--- config.mk ---
export PLATFORM = sky130hd
export DESIGN_NAME = sas_sequencer
export DESIGN_NICKNAME = d
export VERILOG_FILES = /design/src/rtl/sas_pkg.sv /design/src/rtl/sas_sequencer.sv
export SDC_FILE = /design/constraint.sdc
export NUM_CORES = 1
export LEC_CHECK = 0
export BUFFER_PORTS_ARGS = -buffer_cell sky130_fd_sc_hd__buf_2
export CAP_MARGIN = 5
export CORE_ASPECT_RATIO = 0.9
export CORE_MARGIN = 4
export CORE_UTILIZATION = 47
export DETAILED_ROUTE_END_ITERATION = 12
export MAX_ROUTING_LAYER = met4
export PLACE_DENSITY = 0.7
export SLEW_MARGIN = 20
export SYNTH_ARGS = -nofsm -noshare
export SYNTH_HDL_FRONTEND = slang
export SYNTH_SLANG_ARGS = --single-unit
--- constraint.sdc ---
create_clock -name clk_i -period 3 [get_ports clk_i]
set_input_delay 0.45 -clock clk_i [delete_from_list [all_inputs] [get_ports clk_i]]
set_output_delay 0.45 -clock clk_i [all_outputs]
set_load 0.05 [all_outputs]
--- src/rtl/sas_pkg.sv ---
// Shared constants for the SUCCESSIVE_APPROX_REG converter sequencer.
// Assumes a byte-wide CPU register port and a 100 MHz main clock.
package sas_pkg;
  // Register addresses
  localparam logic [15:0] MODE_ADDR = 16'hff80;
  localparam logic [15:0] CHAN_ADDR = 16'hff81;
  localparam logic [15:0] RES_LO_ADDR = 16'hff0e;
  localparam logic [15:0] RES_HI_ADDR = 16'hff0f;
  // Reset values
  localparam logic [7:0] MODE_RST = 8'h00;
  localparam logic [2:0] CHAN_RST = 3'h0;
  localparam logic [9:0] RES_RST = 10'h000;
  // Mode register fields
  localparam int CONV_EN_BIT = 7;
  localparam int TRIG_SEL_BIT = 6;
  localparam int TIME_SEL_MSB = 5;
  localparam int TIME_SEL_LSB = 3;
  localparam int EDGE_SEL_MSB = 2;
  localparam int EDGE_SEL_LSB = 1;
  localparam int BOOST_EN_BIT = 0;
  // Trigger edge codes
  localparam logic [1:0] EDGE_NONE = 2'h0;
  localparam logic [1:0] EDGE_FALL = 2'h1;
  localparam logic [1:0] EDGE_RISE = 2'h2;
  localparam logic [1:0] EDGE_BOTH = 2'h3;
  // Conversion lengths in main-clock periods per time code
  localparam logic [9:0] CONV_144 = 10'h090;
  localparam logic [9:0] CONV_120 = 10'h078;
  localparam logic [9:0] CONV_96 = 10'h060;
  localparam logic [9:0] CONV_576 = 10'h240;
  localparam logic [9:0] CONV_480 = 10'h1e0;
  localparam logic [9:0] CONV_384 = 10'h180;
  // A conversion is 12 slots: 2 for sampling, 1 per bit decision
  localparam int SLOTS_PER_CONV = 12;
  localparam int SAMPLE_SLOTS = 2;
  // Result layout
  localparam int RES_BITS = 10;
  localparam logic [9:0] SAR_MSB_ONLY = 10'h200;
  localparam logic [3:0] SAR_TOP_IDX = 4'h9;
  // Reference booster settle time
  localparam int CLK_PERIOD_NS = 10;
  localparam int BOOST_SETTLE_NS = 14000;
  localparam int BOOST_SETTLE_CYC = (BOOST_SETTLE_NS + CLK_PERIOD_NS - 1) / CLK_PERIOD_NS;
  typedef enum logic [1:0] {ST_IDLE, ST_WAIT_TRIG, ST_SAMPLE, ST_CONVERT} sas_state_type;
endpackage

--- src/rtl/sas_sequencer.sv ---
// Sequencer for an 8-input 10-bit successive-approximation converter.
// Assumes a CPU byte port at fixed addresses, an external sample-hold,
// comparator and tap selector, and a trigger input that may be asynchronous to clk_i.
`timescale 1ns/1ps
`default_nettype none
module sas_sequencer
  import sas_pkg::*;
(
  // Clock and reset
  input wire logic clk_i,
  input wire logic rst_b_i,
  // CPU register port
  input wire logic [15:0] addr_i,
  input wire logic wr_i,
  input wire logic rd_i,
  input wire logic [7:0] wdata_i,
  output logic [7:0] rdata_o,
  // Status and system
  input wire logic standby_i,
  input wire logic conv_done_flag_clr_i,
  output logic conv_done_flag_o,
  output logic conv_done_irq_o,
  output logic result_unsettled_o,
  // Trigger
  input wire logic ext_conv_trigger_i,
  // Analog front end
  input wire logic comp_ge_i,
  output logic [2:0] analog_sel_o,
  output logic hold_o,
  output logic [9:0] tap_o,
  output logic booster_on_o
);

  sas_state_type state_r, state_nxt;
  logic [7:0] adc_mode_reg_r, adc_mode_reg_nxt;
  logic [2:0] adc_channel_select_r, adc_channel_select_nxt;
  logic [9:0] successive_approx_reg_r, successive_approx_reg_nxt;
  logic [3:0] bit_idx_r, bit_idx_nxt;
  logic [9:0] cnt_r, cnt_nxt;
  logic [9:0] conv_result_reg_r, conv_result_reg_nxt;
  logic conv_done_flag_r, conv_done_flag_nxt;
  logic conv_done_irq_r, conv_done_irq_nxt;
  logic hold_r, hold_nxt;
  logic [7:0] rdata_r, rdata_nxt;
  logic trig_s1_r, trig_s2_r, trig_d_r;
  logic [10:0] boost_cnt_r, boost_cnt_nxt;
  logic boost_ready_r, boost_ready_nxt;
  logic pending_bad_r, pending_bad_nxt;
  logic unsettled_r, unsettled_nxt;

  logic mode_wr, chan_wr, reg_wr, conv_en, trig_mode, trig_edge, done_evt;
  logic [9:0] conv_len, step_len, sample_len, sar_dec, trial_bit;
  logic [1:0] edge_sel;

  assign mode_wr = wr_i && (addr_i == MODE_ADDR);
  assign chan_wr = wr_i && (addr_i == CHAN_ADDR);
  assign reg_wr = mode_wr || chan_wr;
  assign conv_en = adc_mode_reg_r[CONV_EN_BIT];
  assign trig_mode = adc_mode_reg_r[TRIG_SEL_BIT];
  assign edge_sel = adc_mode_reg_r[EDGE_SEL_MSB:EDGE_SEL_LSB];

  // Prohibited time codes fall back to the code 0 length of 144 periods
  always_comb
  begin
    case (adc_mode_reg_r[TIME_SEL_MSB:TIME_SEL_LSB])
      3'h0: conv_len = CONV_144;
      3'h1: conv_len = CONV_120;
      3'h2: conv_len = CONV_96;
      3'h4: conv_len = CONV_576;
      3'h5: conv_len = CONV_480;
      3'h6: conv_len = CONV_384;
      default: conv_len = CONV_144;
    endcase
  end

  // Sampling plus ten bit steps add up to the full conversion time
  assign step_len = conv_len / 10'(SLOTS_PER_CONV);
  assign sample_len = 10'(SAMPLE_SLOTS) * step_len;

  // The second stage and its delayed copy feed edge detection
  always_ff @(posedge clk_i or negedge rst_b_i)
  begin
    if (!rst_b_i)
    begin
      trig_s1_r <= 1'b0;
      trig_s2_r <= 1'b0;
      trig_d_r <= 1'b0;
    end
    else
    begin
      trig_s1_r <= ext_conv_trigger_i;
      trig_s2_r <= trig_s1_r;
      trig_d_r <= trig_s2_r;
    end
  end

  always_comb
  begin
    case (edge_sel)
      EDGE_FALL: trig_edge = trig_d_r && !trig_s2_r;
      EDGE_RISE: trig_edge = !trig_d_r && trig_s2_r;
      EDGE_BOTH: trig_edge = trig_d_r != trig_s2_r;
      default: trig_edge = 1'b0;
    endcase
  end

  // Current trial decided: keep bit only when input is at or above tap
  assign trial_bit = SAR_MSB_ONLY >> (SAR_TOP_IDX - bit_idx_r);
  assign sar_dec = comp_ge_i ? successive_approx_reg_r
                             : (successive_approx_reg_r & ~trial_bit);
  assign done_evt = (state_r == ST_CONVERT) && (cnt_r == 10'h000)
                    && (bit_idx_r == 4'h0) && !reg_wr && conv_en && !standby_i;

  // Register file and booster settling
  always_comb
  begin
    adc_mode_reg_nxt = adc_mode_reg_r;
    adc_channel_select_nxt = adc_channel_select_r;
    rdata_nxt = rdata_r;
    boost_cnt_nxt = boost_cnt_r;
    boost_ready_nxt = boost_ready_r;
    if (mode_wr)
      adc_mode_reg_nxt = wdata_i;
    if (chan_wr)
      adc_channel_select_nxt = wdata_i[2:0];
    if (rd_i)
    begin
      case (addr_i)
        MODE_ADDR: rdata_nxt = adc_mode_reg_r;
        CHAN_ADDR: rdata_nxt = {5'h00, adc_channel_select_r};
        RES_LO_ADDR: rdata_nxt = {conv_result_reg_r[1:0], 6'h00};
        RES_HI_ADDR: rdata_nxt = conv_result_reg_r[9:2];
        default: rdata_nxt = 8'h00;
      endcase
    end
    if (!adc_mode_reg_r[BOOST_EN_BIT])
    begin
      boost_cnt_nxt = 11'h000;
      boost_ready_nxt = 1'b0;
    end
    else if (boost_cnt_r == 11'(BOOST_SETTLE_CYC - 1))
      boost_ready_nxt = 1'b1;
    else
      boost_cnt_nxt = boost_cnt_r + 11'h001;
  end

  // Conversion sequence
  always_comb
  begin
    state_nxt = state_r;
    successive_approx_reg_nxt = successive_approx_reg_r;
    bit_idx_nxt = bit_idx_r;
    cnt_nxt = cnt_r;
    conv_result_reg_nxt = conv_result_reg_r;
    conv_done_irq_nxt = 1'b0;
    hold_nxt = hold_r;
    pending_bad_nxt = pending_bad_r;
    unsettled_nxt = unsettled_r;
    if (!conv_en || standby_i)
    begin
      state_nxt = ST_IDLE;
      hold_nxt = 1'b0;
      if (!conv_en)
        pending_bad_nxt = 1'b0;
    end
    else if (reg_wr)
    begin
      // Abort; idle restarts or re-arms the trigger next cycle
      state_nxt = ST_IDLE;
      hold_nxt = 1'b0;
    end
    else
    begin
      case (state_r)
        ST_IDLE:
        begin
          hold_nxt = 1'b0;
          cnt_nxt = sample_len - 10'h001;
          if (trig_mode)
            state_nxt = ST_WAIT_TRIG;
          else
            state_nxt = ST_SAMPLE;
        end
        ST_WAIT_TRIG:
        begin
          cnt_nxt = sample_len - 10'h001;
          if (trig_edge)
            state_nxt = ST_SAMPLE;
        end
        ST_SAMPLE:
        begin
          if (cnt_r == 10'h000)
          begin
            state_nxt = ST_CONVERT;
            hold_nxt = 1'b1;
            successive_approx_reg_nxt = SAR_MSB_ONLY;
            bit_idx_nxt = SAR_TOP_IDX;
            cnt_nxt = step_len - 10'h001;
          end
          else
            cnt_nxt = cnt_r - 10'h001;
        end
        ST_CONVERT:
        begin
          if (cnt_r != 10'h000)
            cnt_nxt = cnt_r - 10'h001;
          else if (bit_idx_r != 4'h0)
          begin
            successive_approx_reg_nxt = sar_dec | (trial_bit >> 1);
            bit_idx_nxt = bit_idx_r - 4'h1;
            cnt_nxt = step_len - 10'h001;
          end
          else
          begin
            successive_approx_reg_nxt = sar_dec;
            conv_result_reg_nxt = sar_dec;
            conv_done_irq_nxt = 1'b1;
            unsettled_nxt = pending_bad_r;
            pending_bad_nxt = 1'b0;
            hold_nxt = 1'b0;
            cnt_nxt = sample_len - 10'h001;
            // Trigger edges seen during conversion are dropped
            if (trig_mode)
              state_nxt = ST_WAIT_TRIG;
            else
              state_nxt = ST_SAMPLE;
          end
        end
        default:
          state_nxt = ST_IDLE;
      endcase
    end
    // Enabling conversion before the booster settles spoils the first result
    if (mode_wr && wdata_i[CONV_EN_BIT] && !conv_en && !boost_ready_r)
      pending_bad_nxt = 1'b1;
  end

  // Set beats a same-cycle clear so no completion is lost
  assign conv_done_flag_nxt = done_evt || (conv_done_flag_r && !conv_done_flag_clr_i);

  always_ff @(posedge clk_i or negedge rst_b_i)
  begin
    if (!rst_b_i)
    begin
      state_r <= ST_IDLE;
      adc_mode_reg_r <= MODE_RST;
      adc_channel_select_r <= CHAN_RST;
      successive_approx_reg_r <= RES_RST;
      bit_idx_r <= 4'h0;
      cnt_r <= 10'h000;
      conv_result_reg_r <= RES_RST;
      conv_done_flag_r <= 1'b0;
      conv_done_irq_r <= 1'b0;
      hold_r <= 1'b0;
      rdata_r <= 8'h00;
      boost_cnt_r <= 11'h000;
      boost_ready_r <= 1'b0;
      pending_bad_r <= 1'b0;
      unsettled_r <= 1'b0;
    end
    else
    begin
      state_r <= state_nxt;
      adc_mode_reg_r <= adc_mode_reg_nxt;
      adc_channel_select_r <= adc_channel_select_nxt;
      successive_approx_reg_r <= successive_approx_reg_nxt;
      bit_idx_r <= bit_idx_nxt;
      cnt_r <= cnt_nxt;
      conv_result_reg_r <= conv_result_reg_nxt;
      conv_done_flag_r <= conv_done_flag_nxt;
      conv_done_irq_r <= conv_done_irq_nxt;
      hold_r <= hold_nxt;
      rdata_r <= rdata_nxt;
      boost_cnt_r <= boost_cnt_nxt;
      boost_ready_r <= boost_ready_nxt;
      pending_bad_r <= pending_bad_nxt;
      unsettled_r <= unsettled_nxt;
    end
  end

  assign rdata_o = rdata_r;
  assign conv_done_flag_o = conv_done_flag_r;
  assign conv_done_irq_o = conv_done_irq_r;
  assign result_unsettled_o = unsettled_r;
  assign analog_sel_o = adc_channel_select_r;
  assign hold_o = hold_r;
  // Tap tracks the SUCCESSIVE_APPROX_REG: decided upper bits plus the current trial bit
  assign tap_o = successive_approx_reg_r;
  assign booster_on_o = adc_mode_reg_r[BOOST_EN_BIT];

endmodule
`default_nettype wire

# Word-level counts from Yosys, hierarchy flattened
# Cells that the tools add are included.
# op_classes
div	1
bitwise_logic	7
n_reduce_logical	39
add_sub_neg	6
n_shift	1
order_cmp	0
eq_ne	30
mul	0
muxes	44
# ops
operator	n
two-way mux 10 bit	7
equality test 16 bit, second input constant	4
one-hot mux 10 bit (5 select lines)	1
one-hot mux 8 bit (4 select lines)	1
one-hot mux 10 bit (3 select lines)	1
subtractor 10 x 1 -> 10 bit, second input constant	3
two-way mux 11 bit	2
one-hot mux 10 bit (2 select lines)	1
two-way mux 1 bit	17
!= test 4 bit, second input constant	4
AND reduction 5 bit	3
two-way mux 2 bit	7
logical AND 1 bit	13
two-way mux 4 bit	3
adder 11 x 1 -> 11 bit, second input constant	1
equality test 11 bit, second input constant	1
AND 10 bit	1
divider 10 x 4 -> 10 bit, second input constant	1
zero test 10 bit	1
NOT 10 bit	1
OR 10 x 9 -> 10 bit	1
nonzero test 10 bit	1
>> shifter 10 x 4 -> 10 bit, first input constant	1
equality test 3 bit, second input constant	3
other kinds (27)	49
# totals
out_inout_bits	26
memories	0
register_bits	75
ram_bits	0
latch_bits	0
rom_bits	0

# Logic depth before layout (Yosys ltp)
# logic_depth
word_depth	9
ltp_mapped	15

# Worst setup path after synthesis
# No wires, ideal clock.
# synth_path
path_kind	register -> register
from	register adc_mode_reg_r[4]
to	register cnt_r[5]
stages_incl_launch_ff	15
t_arrival_ps	3084
synth_period_minus_slack_ps	3211
setup_slack_ps	-211
setup_ps	127
path_cell_list	dfrtp_1 > clkbuf_1 > nor2b_1 > nor2_1 > ha_1 > xor2_1 > ha_1 > o41ai_1 > o31a_1 > ha_1 > nand2b_1 > xnor2_1 > o211ai_1 > a211oi_1 > o22ai_1
# synth_between
elab_chain_cells	7
elab_cells_between_ends	13
# synth_rtl
item	line	rtl
start: declaration	sas_sequencer.sv:35	logic [7:0] adc_mode_reg_r, adc_mode_reg_nxt;
start signal: assignment	sas_sequencer.sv:264	adc_mode_reg_r <= adc_mode_reg_nxt;
equality test 3 bit, or another cell as far along	sas_sequencer.sv:65	case (adc_mode_reg_r[TIME_SEL_MSB:TIME_SEL_LSB])
one-hot mux 10 bit (5 select lines) *	sas_sequencer.sv:65	
divider 10 x 4 -> 10 bit *	sas_sequencer.sv:77	assign step_len = conv_len / 10'(SLOTS_PER_CONV);
subtractor 10 x 1 -> 10 bit (on tied branches)	--	
two-way mux 10 bit	sas_sequencer.sv:207	else if (bit_idx_r != 4'h0)
two-way mux 10 bit	sas_sequencer.sv:205	if (cnt_r != 10'h000)
one-hot mux 10 bit (3 select lines) *	sas_sequencer.sv:174	case (state_r)
end signal: assignment	sas_sequencer.sv:268	cnt_r <= cnt_nxt;
end: declaration	sas_sequencer.sv:39	logic [9:0] cnt_r, cnt_nxt;
# Mark *: on every way between the ends. The rest lies on a longest branch, timed or not.
# A chain may end at the register's enable or synchronous reset.

# Worst setup path in the final report
# Ends and elaborated chain as after synthesis.

==> flow_metrics.tcl <==
set metrics [dict create \
    nNetsFinal 576 \
    ys_ff_latch 75 \
    avgSynthCellArea_sq_um 9.33 \
    area_growth_pct 21.5 \
    cts_buffer_depth 2 \
    start_kind "register" \
    final_cell_mix "75 x dfrtp_1, 56 x buf_2, 53 x o21ai_0, 41 x nand2_1, 30 x buf_4" \
    routed_wl_um 10900 \
    worstHoldPathCells 1 \
    clock_skew_ps 7.09 \
    power_per_cell_area_nw_per_um2 370 \
    ff2ff_path_depth 13 \
    cellLeakagePower_nw 2.36 \
    htree_levels 3 \
    outcome "completed" \
    start_util 0.487 \
    place_inst 633 \
    dp_hpwl_um 7870 \
    mostFrequentLayoutCell "dfrtp_1" \
    io_pins 58 \
    setup_viol 0 \
    finalPower_mw 1.90 \
    fin_area_sq_um 5140 \
    grt_pass1_wl_um 17900 \
    async_reset_ff_frac 1.00 \
    cp.arrival_ps 3210 \
    tightest_slew_ps 967 \
    synthCells 454 \
    num_vias 3695 \
    portBuffers 57 \
    drv_cap 0 \
    vdd_drop_max_v 0.000273 \
    place_area_sq_um 4780 \
    grt_pass1_vias 3682 \
    core-area_sq_um 8690 \
    ant_nets 0 \
    layoutNonFillerInstCount 652 \
    max-slew-margin-rel 0.355 \
    hold_viol_final 0 \
    drtPass1Iterations 5 \
    yosysWarnings 0 \
    grt_max_degree 76 \
    path_max_fanout 4 \
    critPathKind "register to register" \
    fmaxAchievable_mhz 336 \
    dieArea_sq_um 10600 \
    cts.root.buffer_cell "clkbuf_8" \
    clk_pin_slew_ps 90 \
    period_share 0.992 \
    clk_latency_ps 350 \
    synth_cell_type_count 60 \
    viasPerCell 5.67 \
    syn_nets 502 \
    numCtsBuffers 9 \
    overflow 0 \
    drive_gt1_frac 0.274 \
    die_h_um 98.0 \
    drc 0 \
    gp_congestion 0.878 \
    clkSinkCount 75 \
    antenna_cells 0 \
    final_core_util 0.592 \
    rows 32 \
    slew_violations 0 \
    synth_seq_area_share 0.443 \
    cts_tree "built" \
    fin_crit_ps 2980 \
    die_w_um 108 \
    rsz0062_at_grt "true" \
    hp-class "primary input to register" \
    antenna_found_initial 0 \
    grt_use_total 0.216 \
    drtIter0Drc 261 \
    synth_edf_count 0 \
    ys.flop_type "dfrtp_1" \
    required_ps 3240 \
    netlist_area_sq_um 4230 \
    timing.hold.ws_ps 202 \
    wl_per_cell_um 16.7 \
    end_kind "register" \
]
-- report_power, final --
part	switching, mW	total (mW)	leakage [nW]	internal [mW]
clock	0.408	0.824	0.0999	0.416
combinational	0.0416	0.0641	1.23	0.0225
sequential	0.00166	1.01	1.03	1.01
total	0.451	1.90	2.36	1.45
-- kinds of logic (layout without fill, tap and decap cells) --
| logic type | Yosys count | after routing | share of synthesized area |
|---|---|---|---|
| adders and majority gates | 16 | 16 | 0.0473 |
| and+or+nand+nor | 154 | 154 | 0.198 |
| DFF | 75 | 75 | 0.443 |
| xor gates and xnor gates | 11 | 11 | 0.0228 |
| AOI/OAI and AO/OA | 131 | 131 | 0.196 |
| muxes | 17 | 17 | 0.0446 |
| buffers and inverters | 50 | 129 | 0.0479 |
-- registers in the layout (all words and copies together), names as in the netlist --
| name | count |
|---|---|
| trig_s1_r | 1 |
| state_r | 2 |
| conv_done_irq_o | 1 |
| tap_o | 10 |
| boost_cnt_r | 11 |
| trig_s2_r | 1 |
| rdata_o | 8 |
| bit_idx_r | 4 |
| result_unsettled_o | 1 |
| analog_sel_o | 3 |
| boost_ready_r | 1 |
| cnt_r | 10 |
| conv_result_reg_r | 10 |
| adc_mode_reg_r | 8 |
| pending_bad_r | 1 |
| trig_d_r | 1 |
| conv_done_flag_o | 1 |
| hold_o | 1 |
-- cells in the mapped netlist, types with 8 or more instances --
cell / n / area, sq um
nand3_1: 10 / 50.1
dfrtp_1: 75 / 1880
ha_1: 16 / 200
mux2_2: 15 / 169
o22ai_1: 10 / 62.6
inv_1: 26 / 97.6
o21ai_0: 53 / 265
clkbuf_1: 14 / 52.6
xnor2_1: 9 / 78.8
nand2b_1: 11 / 68.8
nand2_1: 42 / 158
o21a_1: 9 / 67.6
a21oi_1: 11 / 55.1
o31ai_1: 8 / 60.1
nor2_1: 23 / 86.3
-- routing by layer --
| metal | vias to the layer above | track usage | share of wire |
|---|---|---|---|
| li1 | 1791 | - | - |
| met5 | - | - | 0 |
| met4 | 0 | 0.0592 | 0.017 |
| met1 | 1785 | 0.296 | 0.47 |
| met2 | 102 | 0.333 | 0.47 |
| met3 | 17 | 0.0397 | 0.043 |
-- critical path, stage by stage (launching register included) --
cell	delay, ps
dfrtp_1	420
or3_4	400
nand2_4	70
ha_4	160
xor2_4	170
ha_4	240
a2111oi_4	310
o31a_1	200
ha_2	210
nand2b_4	80
xnor2_4	170
o211ai_1	90
a211oi_1	250
o22ai_1	100
-- path summary, 6_finish.rpt --
kind,startpoint,to,slack [ps]
max in group asynchronous,rst_b_i,rdata_o[1]$_DFFE_PN0P_,2120
min in group asynchronous,rst_b_i,cnt_r[5]$_DFFE_PN0P_,220
max,adc_mode_reg_r[4]$_DFFE_PN0P_,cnt_r[5]$_DFFE_PN0P_,20
min,ext_conv_trigger_i,trig_s1_r$_DFF_PN0_,200
max reg2reg,adc_mode_reg_r[4]$_DFFE_PN0P_,cnt_r[5]$_DFFE_PN0P_,20
min reg2reg,trig_s1_r$_DFF_PN0_,trig_s2_r$_DFF_PN0_,360
-- area by class of cell --
type / count / area, sq um
flip-flops and latches: 75 / 1880
clock inverters: 6 / 71.3
fillers: 766 / 3550
inverters: 26 / 97.6
well taps: 119 / 149
repair buffers: 87 / 517
clock buffers: 10 / 138
multi-input cells: 329 / 2290
-- repair_timing --
| action | in CTS | in global routing |
|---|---|---|
| pin swaps | 12 | 7 |
| hold buffers | 0 | 0 |
| buffers inserted | 3 | 0 |
| resized for setup | 9 | 12 |
| endpoints found under the setup margin | 2 | 3 |
| gates cloned | 0 | 0 |
-- stage by stage --
| stage | TNS (ps) | worst slack, ps |
|---|---|---|
| finish | 0 | 23.4 |
| floorplan | 0 | 9.56 |
| CTS | 0 | 0.884 |
| global placement | 0 | 27.7 |
| global route | -116 | -98.6 |
| detailed placement | -232 | -176 |
(Power assumes the default switching activity.)
